**src/rtl/sicd_pkg.sv**
```systemverilog
// Constants for the interrupt condition selector
package sicd_pkg;
  // ==========================================================
  // Register map
  localparam logic [7:0] SICD_COND_A_ADDR = 8'h05;
  localparam logic [7:0] SICD_COND_B_ADDR = 8'h06;
  localparam logic [7:0] SICD_COND_A_RST = 8'h00;
  localparam logic [7:0] SICD_COND_B_RST = 8'h00;
  localparam logic [7:0] SICD_COND_A_WMASK = 8'hf7;
  localparam logic [7:0] SICD_COND_B_WMASK = 8'h0f;
  // ==========================================================
  // Field positions (low bit of each field)
  localparam int SICD_PROX_B_POS = 6;
  localparam int SICD_PROX_A_POS = 4;
  localparam int SICD_AMB_POS = 0;
  localparam int SICD_RESP_POS = 2;
  localparam int SICD_PROX_C_POS = 0;
  // ==========================================================
  // Flag and enable bit positions
  localparam int SICD_FLAG_W = 6;
  localparam int SICD_F_AMB0 = 0;
  localparam int SICD_F_AMB1 = 1;
  localparam int SICD_F_PROX_A = 2;
  localparam int SICD_F_PROX_B = 3;
  localparam int SICD_F_PROX_C = 4;
  localparam int SICD_F_RESP = 5;
  // ==========================================================
  // Condition codes
  localparam logic [1:0] SICD_PM_EVERY = 2'h0;
  localparam logic [1:0] SICD_PM_CROSS = 2'h1;
  localparam logic [1:0] SICD_PM_ABOVE = 2'h3;
  localparam logic [1:0] SICD_RM_EVERY = 2'h0;
  localparam logic [1:0] SICD_RM_ERROR = 2'h1;
  localparam logic [2:0] SICD_AM_EVERY = 3'h0;
  localparam logic [1:0] SICD_AE_VIS_ONLY = 2'h1;
  localparam int SICD_RESP_ERR_BIT = 7;
endpackage

```
**src/rtl/sicd_irq_select.sv**
```systemverilog
// Interrupt flag condition selector with interrupt pin drive
// Behaviour
// RQ1 - Prox A mode bits 5:4, active with enable: 00 every, 01 cross, 11 above
// RQ2 - Prox B mode bits 7:6, active with enable: 00 every, 01 cross, 11 above
// RQ3 - Prox C mode bits 1:0 of second register, same three codes
// RQ4 - Ambient mode bits 2:0, bit 3 reserved; enable 00 sets no ambient flag
// RQ5 - Enable 01 with mode 000 sets ambient flag 0 per visible sample
// RQ6 - Enable bit 0, mode x01: visible leaving window sets ambient flag 0
// RQ7 - Enable bit 0, mode x11: infrared leaving window sets ambient flag 0
// RQ8 - Enable bit 1, mode 10x: visible entering window sets ambient flag 1
// RQ9 - Enable bit 1, mode 11x: infrared entering window sets ambient flag 1
// RQ10 - Window ambient decoding exists only on later sequencer revisions
// RQ11 - Response mode bits 3:2, with enable; 00 flags every response write
// RQ12 - Response mode 01 flags only error responses; codes 1x reserved
// RQ13 - Second register resets to zero, bits 7:4 reserved
// RQ14 - With output enable, pin driven low when any flag and enable match
// RQ15 - Clear mode 0: flags stay set until host clears them
// RQ16 - Clear mode 1 with above mode: flag drops once no longer above
// RQ17 - Ambient enable bits gate the matching ambient flag onto the pin
// RQ18 - Crossing: comparison result differs from previous measurement's
// RQ19 - Prox mode 10 sets no flag
`timescale 1ns/100ps
`default_nettype none
module sicd_irq_select #(
  parameter int MEAS_W = 16,
  parameter bit WINDOW_DECODE = 1'b1
) (
  // Clock and reset
  input wire logic clk,
  input wire logic rstn,
  // Register access port
  input wire logic [7:0] reg_addr,
  input wire logic reg_wr,
  input wire logic [7:0] reg_wdata,
  output logic [7:0] reg_rdata_q,
  // Configuration from neighbouring registers
  input wire logic [sicd_pkg::SICD_FLAG_W-1:0] irq_enable,
  input wire logic int_output_enable,
  input wire logic int_auto_clear,
  // Proximity measurements
  input wire logic [2:0] prox_done,
  input wire logic [MEAS_W-1:0] prox_a_value,
  input wire logic [MEAS_W-1:0] prox_b_value,
  input wire logic [MEAS_W-1:0] prox_c_value,
  input wire logic [MEAS_W-1:0] prox_a_threshold,
  input wire logic [MEAS_W-1:0] prox_b_threshold,
  input wire logic [MEAS_W-1:0] prox_c_threshold,
  // Ambient measurements
  input wire logic visible_done,
  input wire logic [MEAS_W-1:0] visible_light_channel,
  input wire logic infrared_done,
  input wire logic [MEAS_W-1:0] infrared_light_channel,
  input wire logic [MEAS_W-1:0] ambient_window_low,
  input wire logic [MEAS_W-1:0] ambient_window_high,
  // Response register writes
  input wire logic response_wr,
  input wire logic [7:0] response_data,
  // Status flags and host clear
  input wire logic [sicd_pkg::SICD_FLAG_W-1:0] flag_clear,
  output logic [sicd_pkg::SICD_FLAG_W-1:0] irq_flags_q,
  // Interrupt pin, open drain
  output logic int_pin_o_q,
  output logic int_pin_oe_q
);
  import sicd_pkg::*;

  logic [7:0] cond_a_q, cond_b_q;
  logic [2:0] prox_set, prox_above;
  logic [1:0] prox_mode [3];
  logic [MEAS_W-1:0] prox_val [3], prox_thr [3];
  logic [2:0] ambient_flag_condition;
  logic [1:0] ambient_irq_enable;
  logic [1:0] response_flag_condition;
  logic vis_in_q, ir_in_q, vis_seen_q, ir_seen_q;
  logic vis_in, ir_in;
  logic amb_done, amb_in, amb_prev_in, amb_seen;
  logic [SICD_FLAG_W-1:0] set_vec, auto_clr, flags_d;

  function automatic logic in_window(input logic [MEAS_W-1:0] v,
                                     input logic [MEAS_W-1:0] lo,
                                     input logic [MEAS_W-1:0] hi);
    in_window = (v >= lo) && (v <= hi);
  endfunction

  // ==========================================================
  // Condition registers
  always_ff @(posedge clk or negedge rstn) begin
    if (!rstn) begin
      cond_a_q <= SICD_COND_A_RST;
      cond_b_q <= SICD_COND_B_RST;
    end else if (reg_wr) begin
      if (reg_addr == SICD_COND_A_ADDR) begin
        // RQ4 reserved bit kept zero
        cond_a_q <= reg_wdata & SICD_COND_A_WMASK;
      end
      if (reg_addr == SICD_COND_B_ADDR) begin
        // RQ13 upper nibble reserved
        cond_b_q <= reg_wdata & SICD_COND_B_WMASK;
      end
    end
  end

  always_ff @(posedge clk or negedge rstn) begin
    if (!rstn) begin
      reg_rdata_q <= 8'h00;
    end else if (reg_addr == SICD_COND_A_ADDR) begin
      reg_rdata_q <= cond_a_q;
    end else if (reg_addr == SICD_COND_B_ADDR) begin
      reg_rdata_q <= cond_b_q;
    end else begin
      reg_rdata_q <= 8'h00;
    end
  end

  assign prox_mode[0] = cond_a_q[SICD_PROX_A_POS +: 2];
  assign prox_mode[1] = cond_a_q[SICD_PROX_B_POS +: 2];
  assign prox_mode[2] = cond_b_q[SICD_PROX_C_POS +: 2];
  assign ambient_flag_condition = cond_a_q[SICD_AMB_POS +: 3];
  assign response_flag_condition = cond_b_q[SICD_RESP_POS +: 2];
  assign ambient_irq_enable = irq_enable[SICD_F_AMB1:SICD_F_AMB0];
  assign prox_val = '{prox_a_value, prox_b_value, prox_c_value};
  assign prox_thr = '{prox_a_threshold, prox_b_threshold, prox_c_threshold};

  // ==========================================================
  // Proximity channels
  for (genvar i = 0; i < 3; i++) begin : g_prox
    sicd_prox_cond #(
      .MEAS_W(MEAS_W)
    ) u_cond (
      .clk(clk),
      .rstn(rstn),
      .meas_done(prox_done[i]),
      .meas_value(prox_val[i]),
      .threshold(prox_thr[i]),
      .mode(prox_mode[i]),
      .set_flag(prox_set[i]),
      .above_now(prox_above[i])
    );
  end

  // ==========================================================
  // Ambient window tracking
  assign vis_in = in_window(visible_light_channel, ambient_window_low, ambient_window_high);
  assign ir_in = in_window(infrared_light_channel, ambient_window_low, ambient_window_high);

  always_ff @(posedge clk or negedge rstn) begin
    if (!rstn) begin
      vis_in_q <= 1'b0;
      vis_seen_q <= 1'b0;
    end else if (visible_done) begin
      vis_in_q <= vis_in;
      vis_seen_q <= 1'b1;
    end
  end

  always_ff @(posedge clk or negedge rstn) begin
    if (!rstn) begin
      ir_in_q <= 1'b0;
      ir_seen_q <= 1'b0;
    end else if (infrared_done) begin
      ir_in_q <= ir_in;
      ir_seen_q <= 1'b1;
    end
  end

  // Mode bit 1 picks infrared over visible
  assign amb_done = ambient_flag_condition[1] ? infrared_done : visible_done;
  assign amb_in = ambient_flag_condition[1] ? ir_in : vis_in;
  assign amb_prev_in = ambient_flag_condition[1] ? ir_in_q : vis_in_q;
  assign amb_seen = ambient_flag_condition[1] ? ir_seen_q : vis_seen_q;

  // ==========================================================
  // Flag set conditions
  always_comb begin
    set_vec = '0;
    // RQ1 prox A gated by enable
    set_vec[SICD_F_PROX_A] = irq_enable[SICD_F_PROX_A] && prox_set[0];
    // RQ2 prox B gated by enable
    set_vec[SICD_F_PROX_B] = irq_enable[SICD_F_PROX_B] && prox_set[1];
    // RQ3 prox C gated by enable
    set_vec[SICD_F_PROX_C] = irq_enable[SICD_F_PROX_C] && prox_set[2];
    // RQ5 every visible sample
    if (ambient_irq_enable == SICD_AE_VIS_ONLY && ambient_flag_condition == SICD_AM_EVERY) begin
      set_vec[SICD_F_AMB0] = visible_done;
    end
    // RQ10 window decoding only on later revisions
    if (WINDOW_DECODE) begin
      // RQ6 RQ7 window exit
      if (ambient_irq_enable[0] && ambient_flag_condition[0] && amb_done) begin
        set_vec[SICD_F_AMB0] = amb_seen && amb_prev_in && !amb_in;
      end
      // RQ8 RQ9 window entry
      if (ambient_irq_enable[1] && ambient_flag_condition[2] && amb_done) begin
        set_vec[SICD_F_AMB1] = amb_seen && !amb_prev_in && amb_in;
      end
    end
    // RQ11 RQ12 response write conditions
    if (irq_enable[SICD_F_RESP] && response_wr) begin
      set_vec[SICD_F_RESP] = (response_flag_condition == SICD_RM_EVERY) ||
        ((response_flag_condition == SICD_RM_ERROR) && response_data[SICD_RESP_ERR_BIT]);
    end
  end

  // RQ16 auto release when no longer above
  always_comb begin
    auto_clr = '0;
    for (int i = 0; i < 3; i++) begin
      auto_clr[SICD_F_PROX_A + i] = int_auto_clear && prox_mode[i] == SICD_PM_ABOVE &&
        prox_done[i] && !prox_above[i];
    end
  end

  // RQ15 sticky, set wins over clear
  assign flags_d = set_vec | (irq_flags_q & ~flag_clear & ~auto_clr);

  always_ff @(posedge clk or negedge rstn) begin
    if (!rstn) begin
      irq_flags_q <= '0;
    end else begin
      irq_flags_q <= flags_d;
    end
  end

  // ==========================================================
  // Interrupt pin
  // RQ14 RQ17 drive low on any enabled flag
  always_ff @(posedge clk or negedge rstn) begin
    if (!rstn) begin
      int_pin_oe_q <= 1'b0;
      int_pin_o_q <= 1'b0;
    end else begin
      int_pin_oe_q <= int_output_enable && |(flags_d & irq_enable);
      int_pin_o_q <= 1'b0;
    end
  end
endmodule
`default_nettype wire

```
**src/rtl/sicd_prox_cond.sv**
```systemverilog
// Per-channel proximity flag condition decoder
`timescale 1ns/100ps
`default_nettype none
module sicd_prox_cond #(
  parameter int MEAS_W = 16
) (
  // Clock and reset
  input wire logic clk,
  input wire logic rstn,
  // Measurement
  input wire logic meas_done,
  input wire logic [MEAS_W-1:0] meas_value,
  input wire logic [MEAS_W-1:0] threshold,
  input wire logic [1:0] mode,
  // Decisions
  output logic set_flag,
  output logic above_now
);
  import sicd_pkg::*;

  logic prev_above_q;
  logic seen_q;

  assign above_now = meas_value > threshold;

  // ==========================================================
  // Previous comparison of this channel
  always_ff @(posedge clk or negedge rstn) begin
    if (!rstn) begin
      prev_above_q <= 1'b0;
      seen_q <= 1'b0;
    end else if (meas_done) begin
      prev_above_q <= above_now;
      seen_q <= 1'b1;
    end
  end

  // RQ18 crossing either way
  // RQ19 code 10 sets nothing
  always_comb begin
    set_flag = 1'b0;
    if (meas_done) begin
      unique case (mode)
        SICD_PM_EVERY: set_flag = 1'b1;
        SICD_PM_CROSS: set_flag = seen_q && (above_now != prev_above_q);
        SICD_PM_ABOVE: set_flag = above_now;
        default: set_flag = 1'b0;
      endcase
    end
  end
endmodule
`default_nettype wire

```
**config.mk**
```make
export PLATFORM = sky130hd
export DESIGN_NAME = sicd_irq_select
export DESIGN_NICKNAME = d
export VERILOG_FILES = /design/src/rtl/sicd_pkg.sv /design/src/rtl/sicd_irq_select.sv /design/src/rtl/sicd_prox_cond.sv
export SDC_FILE = /design/constraint.sdc
export NUM_CORES = 1
export LEC_CHECK = 0
export BUFFER_PORTS_ARGS = -buffer_cell sky130_fd_sc_hd__buf_4
export CORE_AREA = 2 2 100 102
export CTS_CLUSTER_SIZE = 20
export DETAILED_ROUTE_END_ITERATION = 16
export DIE_AREA = 0 0 102 104
export PLACE_DENSITY = 0.92
export SKIP_CTS_REPAIR_TIMING = 1
export SLEW_MARGIN = 5
export SYNTH_ARGS = -nofsm -noshare
export SYNTH_HDL_FRONTEND = slang
export SYNTH_SLANG_ARGS = --single-unit
```
**constraint.sdc**
```tcl
create_clock -name clk -period 2.2 [get_ports clk]
set_input_delay 0.22 -clock clk [delete_from_list [all_inputs] [get_ports clk]]
set_output_delay 0.22 -clock clk [all_outputs]
set_load 0.01 [all_outputs]
```
# Yosys cells after proc, flatten, opt, wreduce, memory -nomap -nowiden
# Index checks and enable logic that the tools add are counted.
# Widths: inputs -> output; s select.
dict set report totals {
  wordCells 100
  ff_bits 36
  out_inout_bits 16
  input_bits 207
}
dict set report op_classes {
  muxes 16
  eq_ne 13
  order_cmp 7
  reduce_logical 43
  n_bitwise 6
}
# operator count
set ops {}
lappend ops {{$gt 16x16->1} 3}
lappend ops {{$ge 16x16->1} 2}
lappend ops {{$le 16x16->1} 2}
lappend ops {{$logic_and 1x1->1} 29}
lappend ops {{$and 6x6->6} 3}
lappend ops {{$eq 8x3->1 const B} 2}
lappend ops {{$mux 1} 11}
lappend ops {{$eq 2x1->1 const B} 5}
lappend ops {{$pmux 1 s3} 3}
lappend ops {{$logic_not 2->1} 4}
lappend ops {{$mux 8} 1}
lappend ops {{$eq 2x2->1 const B} 3}
lappend ops {{$not 5->6} 1}
lappend ops {{$not 6->6} 1}
lappend ops {{$or 6x6->6} 1}
lappend ops {{$reduce_or 6->1} 1}
lappend ops {{$logic_not 1->1} 5}
lappend ops {{$mux 4} 1}
lappend ops {{$reduce_and 2->1} 2}
lappend ops {{$logic_not 3->1} 1}
lappend ops {{$ne 1x1->1} 3}
lappend ops {{$logic_or 1x1->1} 1}

# Depth between registers and ports, before layout
dict set report depth {
  depth_word 10
  ltp_mapped 10
  ltp_nobuf 10
}

# Cells and area by module
# Synthesis repeated with hierarchy kept, for this count alone.
dict set report unflattened {
  hier_cells 493
  area_unflattened_um2 4301.6
}
# module n_inst area_per_inst_um2 seq_area_each_um2 cells_per_inst
set modules_own_cells {}
lappend modules_own_cells {sicd_irq_select 1 2762.6 750.7 295}
lappend modules_own_cells {sicd_prox_cond 3 513.0 50.0 66}

# Worst setup path after synthesis
# No wires, ideal clock.
dict set report synth_path {
  kind {in2reg}
  start {input port prox_b_threshold[14]}
  end {register int_pin_oe_q}
  required_ps 2058
  cell_stages 10
  setup_time_ps 142
  path_slack_ps 173
  arrival_ps 1885
  n_path_buf 0
  cell_sequence {inv_1 > ha_1 > nand4_2 > or4_4 > a21oi_2 > a2111o_2 > o21ai_2 > mux2i_1 > a21boi_1 > a41oi_2}
}
dict set report synth_via {
  elab_chain_len 10
  elab_cells_between_ends 14
  cone_classes {order compare: 1; eq/ne: 1; mux: 2; bitwise: 4; reduce/logical: 6}
}
# item line_no
set synth_lines {}
lappend synth_lines {{start, declared} sicd_irq_select.sv:46} ;# input wire logic [MEAS_W-1:0] prox_b_threshold,
lappend synth_lines {{$gt 16x16->1 (*)} sicd_prox_cond.sv:24} ;# assign above_now = meas_value > threshold;
lappend synth_lines {{$ne 1x1->1} sicd_prox_cond.sv:45} ;# SICD_PM_CROSS: set_flag = seen_q && (above_now != prev_above_q);
lappend synth_lines {{$logic_and 1x1->1} sicd_prox_cond.sv:45}
lappend synth_lines {{$pmux 1 s3} sicd_prox_cond.sv:43} ;# unique case (mode)
lappend synth_lines {{$mux 1} sicd_prox_cond.sv:42} ;# if (meas_done) begin
lappend synth_lines {{$logic_and 1x1->1} sicd_irq_select.sv:179} ;# set_vec[SICD_F_PROX_B] = irq_enable[SICD_F_PROX_B] && prox_set[1];
lappend synth_lines {{$or 6x6->6 (*)} sicd_irq_select.sv:214} ;# assign flags_d = set_vec | (irq_flags_q & ~flag_clear & ~auto_clr);
lappend synth_lines {{via flags_d[3]} sicd_irq_select.sv:77} ;# logic [SICD_FLAG_W-1:0] set_vec, auto_clr, flags_d;
lappend synth_lines {{$and 6x6->6 (*)} sicd_irq_select.sv:232} ;# int_pin_oe_q <= int_output_enable && |(flags_d & irq_enable);
lappend synth_lines {{$reduce_or 6->1 (*)} sicd_irq_select.sv:232}
lappend synth_lines {{$logic_and 1x1->1 (*)} sicd_irq_select.sv:232}
lappend synth_lines {{end signal, assigned} sicd_irq_select.sv:232}
lappend synth_lines {{end, declared} sicd_irq_select.sv:63} ;# output logic int_pin_oe_q
# Mark *: on every way through the listed nets, which the timed path passes. The rest lies on a longest branch.
# A chain may end at the register's enable or synchronous reset.

# Worst setup path after layout
dict set report layout_path {
  start {input port infrared_light_channel[1]}
  end {register int_pin_oe_q}
}
dict set report layout_via {
  elab_chain_len 10
  elab_cells_between_ends 13
  cone_classes {order compare: 2; mux: 3; bitwise: 2; reduce/logical: 6}
}
# item line_no
set layout_lines {}
lappend layout_lines {{start, declared} sicd_irq_select.sv:52} ;# input wire logic [MEAS_W-1:0] infrared_light_channel,
lappend layout_lines {{$ge 16x16->1 or $le 16x16->1 (tied branches)} sicd_irq_select.sv:82} ;# in_window = (v >= lo) && (v <= hi);
lappend layout_lines {{$logic_and 1x1->1 (*)} sicd_irq_select.sv:82}
lappend layout_lines {{$mux 1 (*)} sicd_irq_select.sv:168} ;# assign amb_in = ambient_flag_condition[1] ? ir_in : vis_in;
lappend layout_lines {{$logic_not 1->1} sicd_irq_select.sv:190} ;# set_vec[SICD_F_AMB0] = amb_seen && amb_prev_in && !amb_in;
lappend layout_lines {{$logic_and 1x1->1} sicd_irq_select.sv:190}
lappend layout_lines {{$mux 1} sicd_irq_select.sv:189} ;# if (ambient_irq_enable[0] && ambient_flag_condition[0] && amb_done) begin
lappend layout_lines {{$or 6x6->6 (*)} sicd_irq_select.sv:214}
lappend layout_lines {{$and 6x6->6 (*)} sicd_irq_select.sv:232}
lappend layout_lines {{$reduce_or 6->1 (*)} sicd_irq_select.sv:232}
lappend layout_lines {{$logic_and 1x1->1 (*)} sicd_irq_select.sv:232}
# Mark *: on every way between the ends. The rest lies on a longest branch, timed or not.

==> results_dict.tcl <==
set metrics [dict create \
    htree_num_levels 2 \
    cts-root-buf "clkbuf_8" \
    vdd_ir_drop_max_mv 0.250 \
    gp_congestion 0.883 \
    fp.dieW_um 102 \
    fp.dieArea_um2 10600 \
    grt_pass1_vias 4842 \
    synth_area_um2 4390 \
    synth_compound_area_share_pct 18.4 \
    setup_ws_ps 148 \
    cts_sinks 36 \
    synth_top_area_share_pct 31.9 \
    antenna_found_initial 0 \
    grt.total_usage_pct 24.4 \
    vias_per_cell 5.32 \
    fmaxAchievable_mhz 487 \
    min-delay-start "visible_done" \
    rr_endpoint "int_pin_oe_q$_DFF_PN0_" \
    rsz0062_at_grt "no" \
    crit_slowest_cell "o311ai_1" \
    die_y_um 104 \
    ys_ff_latch 36 \
    crit_path_start_kind "input port" \
    crit_path_end_kind "flip-flop" \
    drtPass1Iterations 4 \
    timing.max_cap.violations 0 \
    drt-total-wl_um 13100 \
    grt_pass1_wl_um 21300 \
    async_reset_ff_share_pct 100 \
    clk_latency_ps 290 \
    whs_endpoint "vis_in_q$_DFFE_PN0P_" \
    cts_buffer_depth 2 \
    synthCells 506 \
    drive_above_1_share_pct 35.0 \
    drt-initial-drc-count 166 \
    muxShareOfSynthArea_pct 4.25 \
    cts_buffers 5 \
    wl_per_cell_um 15.0 \
    synthXorXnorAreaFrac_pct 0.599 \
    num_antenna_cells 0 \
    syn-num-nets 825 \
    path_cells "buf_4, ha_1, nor2b_1, o211ai_1, a21oi_1, o311ai_1, buf_4, nand2_1, o221ai_2, a21boi_2, a41oi_2" \
    remaining_drc_errors 0 \
    initial_core_util_pct 45.9 \
    synth.most_common_cell "ha_1" \
    crit_type "in -> reg" \
    reg2reg_slack_ps 350 \
    cts.clk_slew.worst_paths_ps 70 \
    avgSynthCellArea_um2 8.67 \
    p_leak_nw 3.57 \
    max_stage_delay_ps 350 \
    skew_ps 4.93 \
    areaGrowthSynthToFinish_pct 45.1 \
    synth_top_cells_by_area "ha_1 (32%), dfrtp_1 (21%), inv_1 (7.6%)" \
    pre_cts_ws_ps -257 \
    finalCriticalPeriod_ps 2050 \
    yosys_most_used_dff "dfrtp_1" \
    worstPathArrival_ps 2200 \
    setup_viol_count_final 0 \
    hold_viol_final 0 \
    vias 4644 \
    hold_class "in -> reg" \
    portBuffers 214 \
    synth_top_family_by_area "adder cells" \
    cts_tree "built" \
    crit_top_cell "buf_4" \
    rr_worst_depth 7 \
    post-route-period-util_pct 93.3 \
    nets 1059 \
    crit_required_ps 2350 \
    final_util_pct 66.7 \
    ys_seq_area_share_pct 20.5 \
    worstPathMaxFanout 3 \
    synth-adder-area-share_pct 31.9 \
    yosys.area_share.simple_pct 16.1 \
    report.final.slew_viol_count 0 \
    reg2reg_from "cond_a_q[1]$_DFFE_PN0P_" \
    rows 36 \
    yosys_warnings 0 \
    synth_top_cell_by_area "ha_1" \
    synth.distinct_cells 61 \
    grt_max_degree 37 \
    worstHoldPathCells 2 \
    postRouteAntennaNets 0 \
    grt_overflow 0 \
    synth_edf_count 0 \
    p_per_area_nw_per_um2 345 \
    ios 223 \
    dp_hpwl_um 11500 \
    status "finished, final reports clean" \
    core_um2 9550 \
    synthTopCellsByCount "ha_1 (112), inv_1 (89), a21oi_1 (39)" \
]
## final cells by class
class	instances	area, um^2
sequential	36	901
clock buffer	7	96.3
inverter	89	334
timing repair buffer	229	1720
fill	758	3180
tap	133	166
multi-input combinational	379	3150
## cell families after synthesis
logic type               after synthesis
AO/OA/AOI/OAI                        120
adder cells (fa/ha/maj)              112
multiplexers                          17
buffers and inverters                 91
other                                  1
XOR/XNOR                               3
flip-flops                            36
AND/OR/NAND/NOR                      126
## placed cells by master (no fill, tap or decap), types with 3 or more instances in the layout
| cell type | netlist | routed |
|---|---|---|
| nor2_1 | 11 | 11 |
| dfrtp_1 | 36 | 36 |
| a21o_1 | 9 | 9 |
| inv_1 | 89 | 89 |
| mux2_1 | 11 | 11 |
| nand4_1 | 20 | 20 |
| nand3b_1 | 3 | 3 |
| mux2i_1 | 4 | 4 |
| clkbuf_8 | 1 | 7 |
| nand2b_1 | 5 | 5 |
| o21ai_0 | 11 | 11 |
| and3_1 | 3 | 3 |
| o2bb2ai_1 | 3 | 3 |
| a21oi_1 | 39 | 39 |
| nor2b_1 | 12 | 12 |
| nand3_1 | 14 | 14 |
| a221oi_1 | 4 | 4 |
| or2_2 | 5 | 5 |
| o211ai_1 | 7 | 7 |
| a211oi_1 | 5 | 5 |
| o21ai_1 | 9 | 9 |
| nand2_1 | 31 | 31 |
| and2_1 | 5 | 5 |
| and4_1 | 4 | 4 |
| a22o_1 | 3 | 3 |
| ha_1 | 112 | 112 |
| buf_4 | 1 | 228 |
## layer usage
metal  wire (um)  GRT usage [%]  share of wire (%)
met1        4860           26.4                 37
met2        6950           47.1                 53
met3         788           3.09                6.0
met4         466           8.86                3.6
met5           0              0                  0
## critical path: cells and delay by family
kind / cells / cell delay (ps)
adders and majority gates: 1 / 290
AOI/OAI and AO/OA: 6 / 1190
and+or+nand+nor: 2 / 200
buffers and inverters: 2 / 310
## worst max-delay path by stage
stage,from,to,slack [ps],cells after the start
floorplan,prox_b_threshold[14],int_pin_oe_q$_DFF_PN0_,170,10
global placement,ambient_window_high[1],int_pin_oe_q$_DFF_PN0_,-120,12
detailed placement,infrared_light_channel[1],int_pin_oe_q$_DFF_PN0_,-260,11
CTS,infrared_light_channel[1],int_pin_oe_q$_DFF_PN0_,10,11
global route,prox_c_value[14],int_pin_oe_q$_DFF_PN0_,30,12
finish,infrared_light_channel[1],int_pin_oe_q$_DFF_PN0_,150,11
## flip-flops by register name (all words and copies together), names as in the netlist
register / count
int_pin_oe_q: 1
irq_flags_q: 6
g_prox.u_cond.seen_q: 3
g_prox.u_cond.prev_above_q: 3
vis_in_q: 1
cond_a_q: 7
reg_rdata_q: 8
cond_b_q: 4
vis_seen_q: 1
ir_in_q: 1
ir_seen_q: 1
## power by group
part | switching, mW | internal, mW
sequential | 0.0324 | 0.699
combinational | 0.431 | 0.526
clock | 0.227 | 0.279
total | 0.690 | 1.50
## stage by stage
step	TNS (ps)	instance area, um^2	cells	power [mW]	hold slack, ps
floorplan	0	4390	506	1.20	-75.6
global placement	-120	6240	865	1.63	191
detailed placement	-372	6240	865	1.69	198
CTS	0	6340	872	2.19	-108
global route	0	6370	873	2.35	136
finish	0	6370	873	2.19	141
Note: power is estimated with default switching activity, not from simulation.
